<file path="config.mk">
export PLATFORM = sky130hd
export DESIGN_NAME = comm_ldo_rail_control
export DESIGN_NICKNAME = d
export VERILOG_FILES = /design/src/design/comm_ldo_pkg.sv /design/src/design/comm_ldo_rail_control.sv /design/src/design/pin_sync_edge.sv
export SDC_FILE = /design/constraint.sdc
export NUM_CORES = 1
export LEC_CHECK = 0
export ABC_CLOCK_PERIOD_IN_PS = 2300
export BUFFER_PORTS_ARGS = -buffer_cell sky130_fd_sc_hd__buf_2
export CAP_MARGIN = 20
export CORE_UTILIZATION = 51
export DETAILED_ROUTE_END_ITERATION = 10
export PLACE_DENSITY = 0.77
export SLEW_MARGIN = 30
export SYNTH_ARGS = -nofsm -noshare
export SYNTH_HDL_FRONTEND = slang
export SYNTH_SLANG_ARGS = --single-unit
</file>
<file path="constraint.sdc">
create_clock -name clk -period 2.3 [get_ports clk]
set_input_delay 0.46 -clock clk [delete_from_list [all_inputs] [get_ports clk]]
set_output_delay 0.46 -clock clk [all_outputs]
set_load 0.01 [all_outputs]
</file>
<file path="src/design/comm_ldo_pkg.sv">
// Purpose: Shared constants for the communication rail control block.
// Assumes: One 8-bit control register at one address of the host register port.
// Notes:   Pin index constants order the synchroniser vector.
package comm_ldo_pkg;

    // ------------------------------------------------------------------
    // Register map
    // ------------------------------------------------------------------
    localparam logic [7:0] RAIL_CTRL_ADDR  = 8'h4a;
    localparam logic [7:0] RAIL_CTRL_RESET = 8'h24;
    localparam logic [7:0] READ_UNMAPPED   = 8'h00;

    // ------------------------------------------------------------------
    // Field layout
    // ------------------------------------------------------------------
    localparam int STATE_LSB = 0;
    localparam int STATE_MSB = 2;
    localparam int EXIT_LSB  = 3;
    localparam int EXIT_MSB  = 5;
    localparam int SEL_LSB   = 6;
    localparam int SEL_MSB   = 7;

    // ------------------------------------------------------------------
    // Encodings
    // ------------------------------------------------------------------
    localparam logic [2:0] ST_OFF  = 3'h4;
    localparam logic [2:0] ST_LP   = 3'h5;
    localparam logic [2:0] ST_ACT0 = 3'h6;
    localparam logic [2:0] ST_ACT1 = 3'h7;
    localparam logic [1:0] SEL_1V8 = 2'h0;
    localparam logic [1:0] SEL_2V5 = 2'h1;

    // ------------------------------------------------------------------
    // Synchronised pin inputs
    // ------------------------------------------------------------------
    localparam int PIN_W        = 5;
    localparam int PIN_EXIT     = 0;
    localparam int PIN_FIRST_OC = 1;
    localparam int PIN_FIRST_UV = 2;
    localparam int PIN_SEC_OC   = 3;
    localparam int PIN_SEC_UV   = 4;
    localparam int EVENT_W      = 4;
    localparam logic [PIN_W-1:0] PINS_IDLE = 5'h00;

endpackage

</file>
<file path="src/design/comm_ldo_rail_control.sv">
// Purpose: Control register and regulator steering for the communication rail.
// Assumes: Register port strobes come from the decoded host SPI frame on clk.
// Notes:   Regulator outputs change on the same edge as the register write.
//
// Summary of operation
// - State code 4 off, 5 low power, 6 and 7 active; 0-3 reserved.
// - Standby exit copies exit field into state field only when it holds 4-7.
// - Select code 0 means 1.8 V, 1 means 2.5 V, 2 and 3 reserved.
// - Control register is read/write at 0x4A and resets to 0x24.
// - Second regulator at 1.3 V forces the upstream buck target to 1.6 V.
// - Programmed state and voltage enable the regulator mapped to them.
// - First regulator discharges its output actively while shut down and sibling_first_on is low.
// - Over-current and under-voltage of each regulator raise a status event.
// - Select 1.8 V lets this register drive the second regulator.
// - Select 2.5 V lets this register drive the first regulator.
`timescale 1ns/1ps
`default_nettype none
module comm_ldo_rail_control
    import comm_ldo_pkg::*;
(
    input  wire logic               clk,
    input  wire logic               rstn,
    input  wire logic [7:0]         reg_addr,
    input  wire logic [7:0]         reg_wdata,
    input  wire logic               reg_wr,
    input  wire logic               reg_rd,
    output logic      [7:0]         reg_rdata,
    output logic                    reg_rvalid,
    input  wire logic               standby_exit_pin,
    input  wire logic               first_oc_pin,
    input  wire logic               first_uv_pin,
    input  wire logic               second_oc_pin,
    input  wire logic               second_uv_pin,
    input  wire logic               sibling_first_on,
    input  wire logic               sibling_second_13v,
    output logic                    first_ldo_en,
    output logic                    first_ldo_lp,
    output logic                    first_ldo_discharge,
    output logic                    second_ldo_en,
    output logic                    second_ldo_lp,
    output logic                    upstream_buck_1v6,
    output logic      [EVENT_W-1:0] fault_event
);

    // ------------------------------------------------------------------
    // State
    // ------------------------------------------------------------------
    typedef struct packed {
        logic [7:0] ctrl;
        logic [1:0] sel_eff;
        logic [7:0] rdata;
        logic       rvalid;
        logic       first_en;
        logic       first_lp;
        logic       first_dis;
        logic       second_en;
        logic       second_lp;
        logic       buck_1v6;
    } rail_s;

    localparam rail_s RAIL_RESET = '{
        ctrl:      RAIL_CTRL_RESET,
        sel_eff:   SEL_1V8,
        rdata:     READ_UNMAPPED,
        rvalid:    1'b0,
        first_en:  1'b0,
        first_lp:  1'b0,
        first_dis: 1'b1,
        second_en: 1'b0,
        second_lp: 1'b0,
        buck_1v6:  1'b0
    };

    rail_s            q;
    rail_s            d;
    logic [PIN_W-1:0] pins_rise;
    logic             wr_hit;
    logic             rd_hit;
    logic             exit_rise;
    logic             copy_ok;
    logic [2:0]       next_state;
    logic             state_on;
    logic             state_lp;

    // ------------------------------------------------------------------
    // Pin synchronisation
    // ------------------------------------------------------------------
    pin_sync_edge pin_sync_edge_i (
        .clk        (clk),
        .rstn       (rstn),
        .pins_async ({second_uv_pin, second_oc_pin, first_uv_pin, first_oc_pin,
                      standby_exit_pin}),
        .pins_rise  (pins_rise)
    );

    assign exit_rise = pins_rise[PIN_EXIT];
    assign wr_hit    = reg_wr && (reg_addr == RAIL_CTRL_ADDR);
    assign rd_hit    = reg_rd && (reg_addr == RAIL_CTRL_ADDR);
    assign copy_ok   = q.ctrl[EXIT_MSB:EXIT_LSB] >= ST_OFF;

    // ------------------------------------------------------------------
    // Next state
    // ------------------------------------------------------------------
    // The exit copy beats a host write to the state field in the same cycle,
    // because the pin event cannot be repeated while the host can retry.
    always_comb begin
        d        = q;
        d.rvalid = 1'b0;
        if (wr_hit) begin
            d.ctrl = reg_wdata;
            if (reg_wdata[SEL_MSB:SEL_LSB] <= SEL_2V5) begin
                d.sel_eff = reg_wdata[SEL_MSB:SEL_LSB];
            end
        end
        if (exit_rise && copy_ok) begin
            d.ctrl[STATE_MSB:STATE_LSB] = q.ctrl[EXIT_MSB:EXIT_LSB];
        end
        if (reg_rd) begin
            d.rvalid = 1'b1;
            if (reg_addr == RAIL_CTRL_ADDR) begin
                d.rdata = q.ctrl;
            end else begin
                d.rdata = READ_UNMAPPED;
            end
        end
        next_state  = d.ctrl[STATE_MSB:STATE_LSB];
        state_on    = (next_state == ST_LP) || (next_state == ST_ACT0) ||
                      (next_state == ST_ACT1);
        state_lp    = (next_state == ST_LP);
        d.first_en  = state_on && (d.sel_eff == SEL_2V5);
        d.first_lp  = state_lp && (d.sel_eff == SEL_2V5);
        d.second_en = state_on && (d.sel_eff == SEL_1V8);
        d.second_lp = state_lp && (d.sel_eff == SEL_1V8);
        d.first_dis = !d.first_en && !sibling_first_on;
        d.buck_1v6  = sibling_second_13v;
    end

    always_ff @(posedge clk) begin
        if (!rstn) begin
            q <= RAIL_RESET;
        end else begin
            q <= d;
        end
    end

    // ------------------------------------------------------------------
    // Outputs
    // ------------------------------------------------------------------
    assign reg_rdata           = q.rdata;
    assign reg_rvalid          = q.rvalid;
    assign first_ldo_en        = q.first_en;
    assign first_ldo_lp        = q.first_lp;
    assign first_ldo_discharge = q.first_dis;
    assign second_ldo_en       = q.second_en;
    assign second_ldo_lp       = q.second_lp;
    assign upstream_buck_1v6   = q.buck_1v6;
    assign fault_event         = pins_rise[PIN_SEC_UV:PIN_FIRST_OC];
endmodule
`default_nettype wire

</file>
<file path="src/design/pin_sync_edge.sv">
// Purpose: Two-stage synchroniser and rising-edge pulse for the asynchronous pins.
// Assumes: Pins are low while reset is released.
// Notes:   A pin already high at reset release gives one pulse three edges later.
`timescale 1ns/1ps
`default_nettype none
module pin_sync_edge
    import comm_ldo_pkg::*;
(
    input  wire logic             clk,
    input  wire logic             rstn,
    input  wire logic [PIN_W-1:0] pins_async,
    output logic      [PIN_W-1:0] pins_rise
);

    // ------------------------------------------------------------------
    // State
    // ------------------------------------------------------------------
    typedef struct packed {
        logic [PIN_W-1:0] meta;
        logic [PIN_W-1:0] sync;
        logic [PIN_W-1:0] prev;
        logic [PIN_W-1:0] rise;
    } sync_s;

    sync_s q;
    sync_s d;

    always_comb begin
        d      = q;
        d.meta = pins_async;
        d.sync = q.meta;
        d.prev = q.sync;
        d.rise = q.sync & ~q.prev;
    end

    always_ff @(posedge clk) begin
        if (!rstn) begin
            q <= '{meta: PINS_IDLE, sync: PINS_IDLE, prev: PINS_IDLE, rise: PINS_IDLE};
        end else begin
            q <= d;
        end
    end

    assign pins_rise = q.rise;
endmodule
`default_nettype wire

</file>
==> results of run 1 <==
[registers in the layout, summed over array words and instances (netlist names)]
| register | flops |
|---|---|
| first_ldo_lp | 1 |
| pin_sync_edge_i.d | 10 |
| upstream_buck_1v6 | 1 |
| pin_sync_edge_i.pins_rise | 5 |
| first_ldo_en | 1 |
| reg_rdata | 8 |
| second_ldo_lp | 1 |
| first_ldo_discharge | 1 |
| reg_rvalid | 1 |
| pin_sync_edge_i.q | 5 |
| q | 10 |
| second_ldo_en | 1 |
[worst max-delay path, stage by stage]
cell       delay, ns
buf_2           0.11
nor4bb_4        0.42
nand3_1         0.29
nor3b_1         0.37
o211ai_1        0.19
a2bb2oi_2       0.17
[final timing paths]
path                                       end            startpoint  slack (ns)
setup / recovery           first_ldo_discharge           reg_addr[0]        0.55
hold / removal             first_ldo_discharge      sibling_first_on        0.29
setup reg to reg           first_ldo_discharge                 q[22]        0.81
hold reg to reg   pin_sync_edge_i.pins_rise[3]  pin_sync_edge_i.q[8]        0.39
[layout make-up]
type	instances	area [um2]
timing repair buffer	48	248
clock buffer	6	51.3
inverter	1	3.75
sequential	45	901
tap	44	55.1
clock inverter	2	17.5
multi-input combinational	108	732
fill	284	1140
[kinds of logic (layout without fill, tap and decap cells)]
logic type | count (synthesis) | count (layout)
buffers and inverters | 20 | 57
multiplexers | 2 | 2
AND/OR/NAND/NOR | 77 | 77
AO/OA/AOI/OAI | 29 | 29
flip-flops | 45 | 45
[layout by cell type (no fill, tap or decap), types with 2 or more instances in the layout]
cell / instances
clkbuf_4: 5
o211ai_1: 2
and2_1: 17
o21a_1: 3
a21boi_0: 4
dfxtp_1: 45
nand3_1: 6
o211a_1: 3
buf_4: 3
mux2i_1: 2
buf_2: 45
nor2_1: 6
nand2_1: 13
nor2b_1: 23
a21oi_1: 10
nand4_1: 2
[synth_stat cells (all sizes together)]
library cell,instances,area [um2]
dfxtp,45,901
nor2b,23,144
and2,18,114
buf,14,106
nand2,14,60.1
a21oi,10,50.1
nand3,6,30.0
nor2,6,22.5
clkbuf,5,18.8
a21boi,4,30.0
o211a,3,30.0
o21a,3,22.5
and3,2,13.8
mux2i,2,20.0
nand4,2,12.5
o211ai,2,15.0
o311a,2,21.3
a2bb2oi,1,15.0
a311oi,1,26.3
and4b,1,11.3
inv,1,3.75
nand3b,1,7.51
nor3,1,5.00
nor3b,1,7.51
nor4b,1,23.8
nor4bb,1,25.0
o2111a,1,11.3
o21ai,1,5.00
o31a,1,8.76
[metal layers]
layer,track usage,share of wire
met1,0.228,0.46
met2,0.320,0.47
met3,0.0576,0.056
met4,0.0942,0.016
met5,0,0
[per-stage QoR]
stage	power [mW]	instance area [um2]	cells
after CTS	1.31	2010	254
after detailed placement	0.906	1940	246
after global placement	0.902	1940	246
after floorplan	0.865	1760	173
final	1.29	2010	254
after global routing	1.35	2010	254
[power groups by stage]
| stage | registers, mW | clock network (mW) | logic (mW) |
|---|---|---|---|
| after floorplan | 0.821 | 0 | 0.0439 |
| after global placement | 0.819 | 0 | 0.0830 |
| after detailed placement | 0.820 | 0 | 0.0865 |
| after CTS | 0.802 | 0.421 | 0.0870 |
| after global routing | 0.804 | 0.452 | 0.0956 |
| final | 0.802 | 0.404 | 0.0862 |
==> impl_metrics.env, run 1 <==
export IMPL_drt_pass1_iter_count=4
export IMPL_cp_arrival_ns=2.01
export IMPL_hold_depth=2
export IMPL_area_delta_synth_final_pct=14.0
export IMPL_synth_simple_area_share=0.271
export IMPL_synth_area_um2=1760
export IMPL_finalSetupTns_ns=0
export IMPL_pwr_density_cell_nw_per_um2=644
export IMPL_pre_cts_ws_ns=0.191
export IMPL_end_kind="register"
export IMPL_cellLeakagePower_nw=0.913
export IMPL_io_pins=46
export IMPL_tritoncts="built"
export IMPL_setup_violations=0
export IMPL_fp_dieArea_um2=3690
export IMPL_grt_max_degree=31
export IMPL_fin_ws_ns=0.545
export IMPL_grt_pass1_wl_um=5050
export IMPL_fin_nets=236
export IMPL_reg2reg_depth=5
export IMPL_drive_gt1_frac=0.310
export IMPL_pwr_share_clk=0.313
export IMPL_gr_total_overflow=0
export IMPL_post_cts_resized=0
export IMPL_routed_wirelength_um=3120
export IMPL_synth_avg_cell_area_um2=10.2
export IMPL_relSlewSlack=0.738
export IMPL_antenna_found_initial=0
export IMPL_fp_dieH_um=60.8
export IMPL_utilization=0.637
export IMPL_syn_nets=200
export IMPL_max_freq_mhz=570
export IMPL_worstSetupPathType="input port to register"
export IMPL_io_buffers=45
export IMPL_place_detailed_hpwl_um=2270
export IMPL_tightest_slew_ns=0.393
export IMPL_ys_ff_latch=45
export IMPL_gp_congestion=0.885
export IMPL_fp_row_count=20
export IMPL_grt_pass1_vias=1195
export IMPL_switching_power_uw=297
export IMPL_cts_hold_buffers=0
export IMPL_synth_xor_area_share=0
export IMPL_crit_path_max_fanout=7
export IMPL_min_path_type="input port to register"
export IMPL_seqPwrFrac=0.621
export IMPL_numCtsBuffers=5
export IMPL_start_kind="input port"
export IMPL_ys_seq_area_frac=0.511
export IMPL_drv_cap=0
export IMPL_vias_per_cell=5.12
export IMPL_insertion_delay_ns=0.35
export IMPL_pwr_share_comb=0.067
export IMPL_root_buffer="clkbuf_4"
export IMPL_initial_core_util=0.559
export IMPL_ir_drop_uv=362
export IMPL_h_tree_depth=2
export IMPL_clk_pin_slew_ns=0.13
export IMPL_grtUsageTotal=0.193
export IMPL_drc=0
export IMPL_finalCritPeriodShare=0.763
export IMPL_ant_nets=0
export IMPL_p_sw_frac=0.230
export IMPL_core_um2=3150
export IMPL_die_w_um=60.8
export IMPL_numClockSinks=45
export IMPL_postCtsSetupBuffers=0
export IMPL_cts_buffer_depth=2
export IMPL_vias=1300
export IMPL_wl_per_cell_um=12.3
export IMPL_rsz0062_at_grt="no"
export IMPL_muxShareOfSynthArea=0.0114
export IMPL_finClkSkew_ns=0.00819
export IMPL_finalHoldViolations=0
export IMPL_timing_hold_ws_ns=0.290
export IMPL_synthDistinctLibCells=35
export IMPL_syn_inst=173
export IMPL_p_int_uw=996
export IMPL_outcome="complete, no violations"
export IMPL_drtIter0Drc=46
export IMPL_ys_warn_count=0
export IMPL_synth_top_family_by_area="simple AND/OR/NAND/NOR gates"
export IMPL_diodes=0
export IMPL_critPathRequiredTime_ns=2.56
export IMPL_drv_slew=0
export IMPL_fin_crit_ns=1.75
export IMPL_synth_compound_area_frac=0.134
export IMPL_synthAdderAreaFrac=0
No activity file was read; power rests on OpenSTA's default activity.
==> run 2, diff against run 1 <==
Settings changed: ABC_CLOCK_PERIOD_IN_PS 2300 to 1830.
Clock period 2.3 ns to 1.83 ns, I/O delays scaled along.
==> run 2 against run 1 <==
Combinational power increased by 30%. Largest cell class unchanged. Core utilization increased by 1.4 points. Critical path depth unchanged. Critical path type unchanged. Clock skew about the same. Sequential share of layout area decreased by 0.98 points. Via count increased by 2.8%.
==> impl_metrics.env, run 2 (synthesis results as in run 1) <==
export IMPL_h_tree_depth=2
export IMPL_p_int_mw=1.25
export IMPL_slowest_stage="nor4b_4"
export IMPL_clk_pin_slew_ns=0.13
export IMPL_cp_arrival_ns=1.89
export IMPL_timing_hold_ws_ns=0.185
export IMPL_setup_violations=0
export IMPL_r2r_setup_slack_ns=0.32
export IMPL_finClkSkew_ns=0.00854
export IMPL_initial_core_util=0.559
export IMPL_min_path_type="input port to register"
export IMPL_drt_pass1_iter_count=5
export IMPL_pwr_density_cell_nw_per_um2=795
export IMPL_crit_path_max_fanout=6
export IMPL_drc=0
export IMPL_insertion_delay_ns=0.36
export IMPL_fp_dieArea_um2=3690
export IMPL_pwr_share_comb=0.069
export IMPL_tightest_slew_ns=0.405
export IMPL_utilization=0.651
export IMPL_gp_congestion=0.871
export IMPL_critPathRequiredTime_ns=2.13
export IMPL_timing_rr_start="q[22]"
export IMPL_routed_wirelength_um=3240
export IMPL_stdcell_area_um2=2050
export IMPL_fin_ws_ns=0.242
export IMPL_gr_total_overflow=0
export IMPL_outcome="complete, no violations"
export IMPL_io_pins=46
export IMPL_finalCritPeriodShare=0.868
export IMPL_grt_pass1_wl_um=5490
export IMPL_place_detailed_hpwl_um=2450
export IMPL_ant_nets=0
export IMPL_numClockSinks=45
export IMPL_grt_max_degree=31
export IMPL_r2r_end="first_ldo_discharge"
export IMPL_crit_chain="buf_2, nor4b_4, and3_1, nand2_4, a311oi_4, a2bb2oi_2"
export IMPL_numCtsBuffers=5
export IMPL_io_buffers=45
export IMPL_grtUsageTotal=0.206
export IMPL_worstSetupPathType="input port to register"
export IMPL_place_area_um2=1980
export IMPL_root_buffer="clkbuf_4"
export IMPL_cp_depth=6
export IMPL_fp_dieH_um=60.8
export IMPL_cellLeakagePower_nw=0.944
export IMPL_rsz0062_at_grt="no"
export IMPL_max_freq_mhz=630
export IMPL_min_to="first_ldo_discharge"
export IMPL_grt_pass1_vias=1292
export IMPL_antenna_found_initial=0
export IMPL_tritoncts="built"
export IMPL_final_cell_mix="dfxtp_1, buf_2, nor2b_1, and2_1, nand2_1"
export IMPL_cts_buffer_depth=2
export IMPL_drive_gt1_frac=0.329
export IMPL_pwr_share_clk=0.314
export IMPL_diodes=0
export IMPL_max_stage_delay_ns=0.40
export IMPL_end_kind="register"
export IMPL_reg2reg_depth=5
export IMPL_start_kind="input port"
export IMPL_cts_hold_buffers=0
export IMPL_finalHoldViolations=0
export IMPL_hold_start="sibling_first_on"
export IMPL_area_delta_synth_final_pct=16.5
export IMPL_drtIter0Drc=56
export IMPL_worst_path_buf_inv=1
export IMPL_core_um2=3150
export IMPL_drv_slew=0
export IMPL_switching_power_uw=380
export IMPL_fin_nets=242
export IMPL_relSlewSlack=0.730
export IMPL_wl_per_cell_um=12.4
export IMPL_fillers=265
export IMPL_seqPwrFrac=0.617
export IMPL_ir_drop_uv=552
export IMPL_die_w_um=60.8
export IMPL_post_cts_resized=0
export IMPL_postCtsSetupBuffers=0
export IMPL_pre_cts_ws_ns=-0.129
export IMPL_vias=1336
export IMPL_crit_family="simple AND/OR/NAND/NOR gates"
export IMPL_drv_cap=0
export IMPL_p_sw_frac=0.232
export IMPL_vias_per_cell=5.14
export IMPL_hold_depth=2
export IMPL_fin_crit_ns=1.59
export IMPL_fp_row_count=20
## run 2: changes by cell type in the layout (fill, tap and decap cells not counted)
cell / delta
buf_4: +6
## run 2: worst max path at each step
stage | end | startpoint
floorplan | first_ldo_discharge | reg_addr[3]
global placement | second_ldo_lp | reg_addr[5]
global route | first_ldo_discharge | reg_addr[5]
detailed placement | first_ldo_discharge | reg_addr[5]
finish | first_ldo_discharge | reg_addr[5]
CTS | first_ldo_discharge | reg_addr[5]
## run 2: layout make-up
type / count / area [um2] / area share
sequential: 45 / 901 / 0.439
clock buffer: 6 / 51.3 / 0.0250
timing repair buffer: 54 / 293 / 0.143
clock inverter: 2 / 17.5 / 0.00853
inverter: 1 / 3.75 / 0.00183
multi-input combinational: 108 / 732 / 0.356
tap: 44 / 55.1 / 0.0268
## run 2: power groups by stage
stage	clock network, mW	logic, mW	registers (mW)
floorplan	0	0.0552	1.03
global placement	0	0.107	1.03
detailed placement	0	0.112	1.03
CTS	0.527	0.112	1.01
global route	0.571	0.123	1.01
finish	0.513	0.112	1.01
## run 2: stage by stage
step / TNS, ns / std cells / power [mW]
2_1_floorplan: 0 / 173 / 1.09
3_3_place_gp: 0 / 252 / 1.14
3_5_place_dp: -0.463 / 252 / 1.14
4_1_cts: 0 / 260 / 1.65
5_1_grt: 0 / 260 / 1.71
6_report: 0 / 260 / 1.63
## run 2: routing by layer
layer | global-route usage | part of all wire
met1 | 0.248 | 0.45
met2 | 0.330 | 0.45
met3 | 0.0554 | 0.072
met4 | 0.127 | 0.019
met5 | 0 | 0
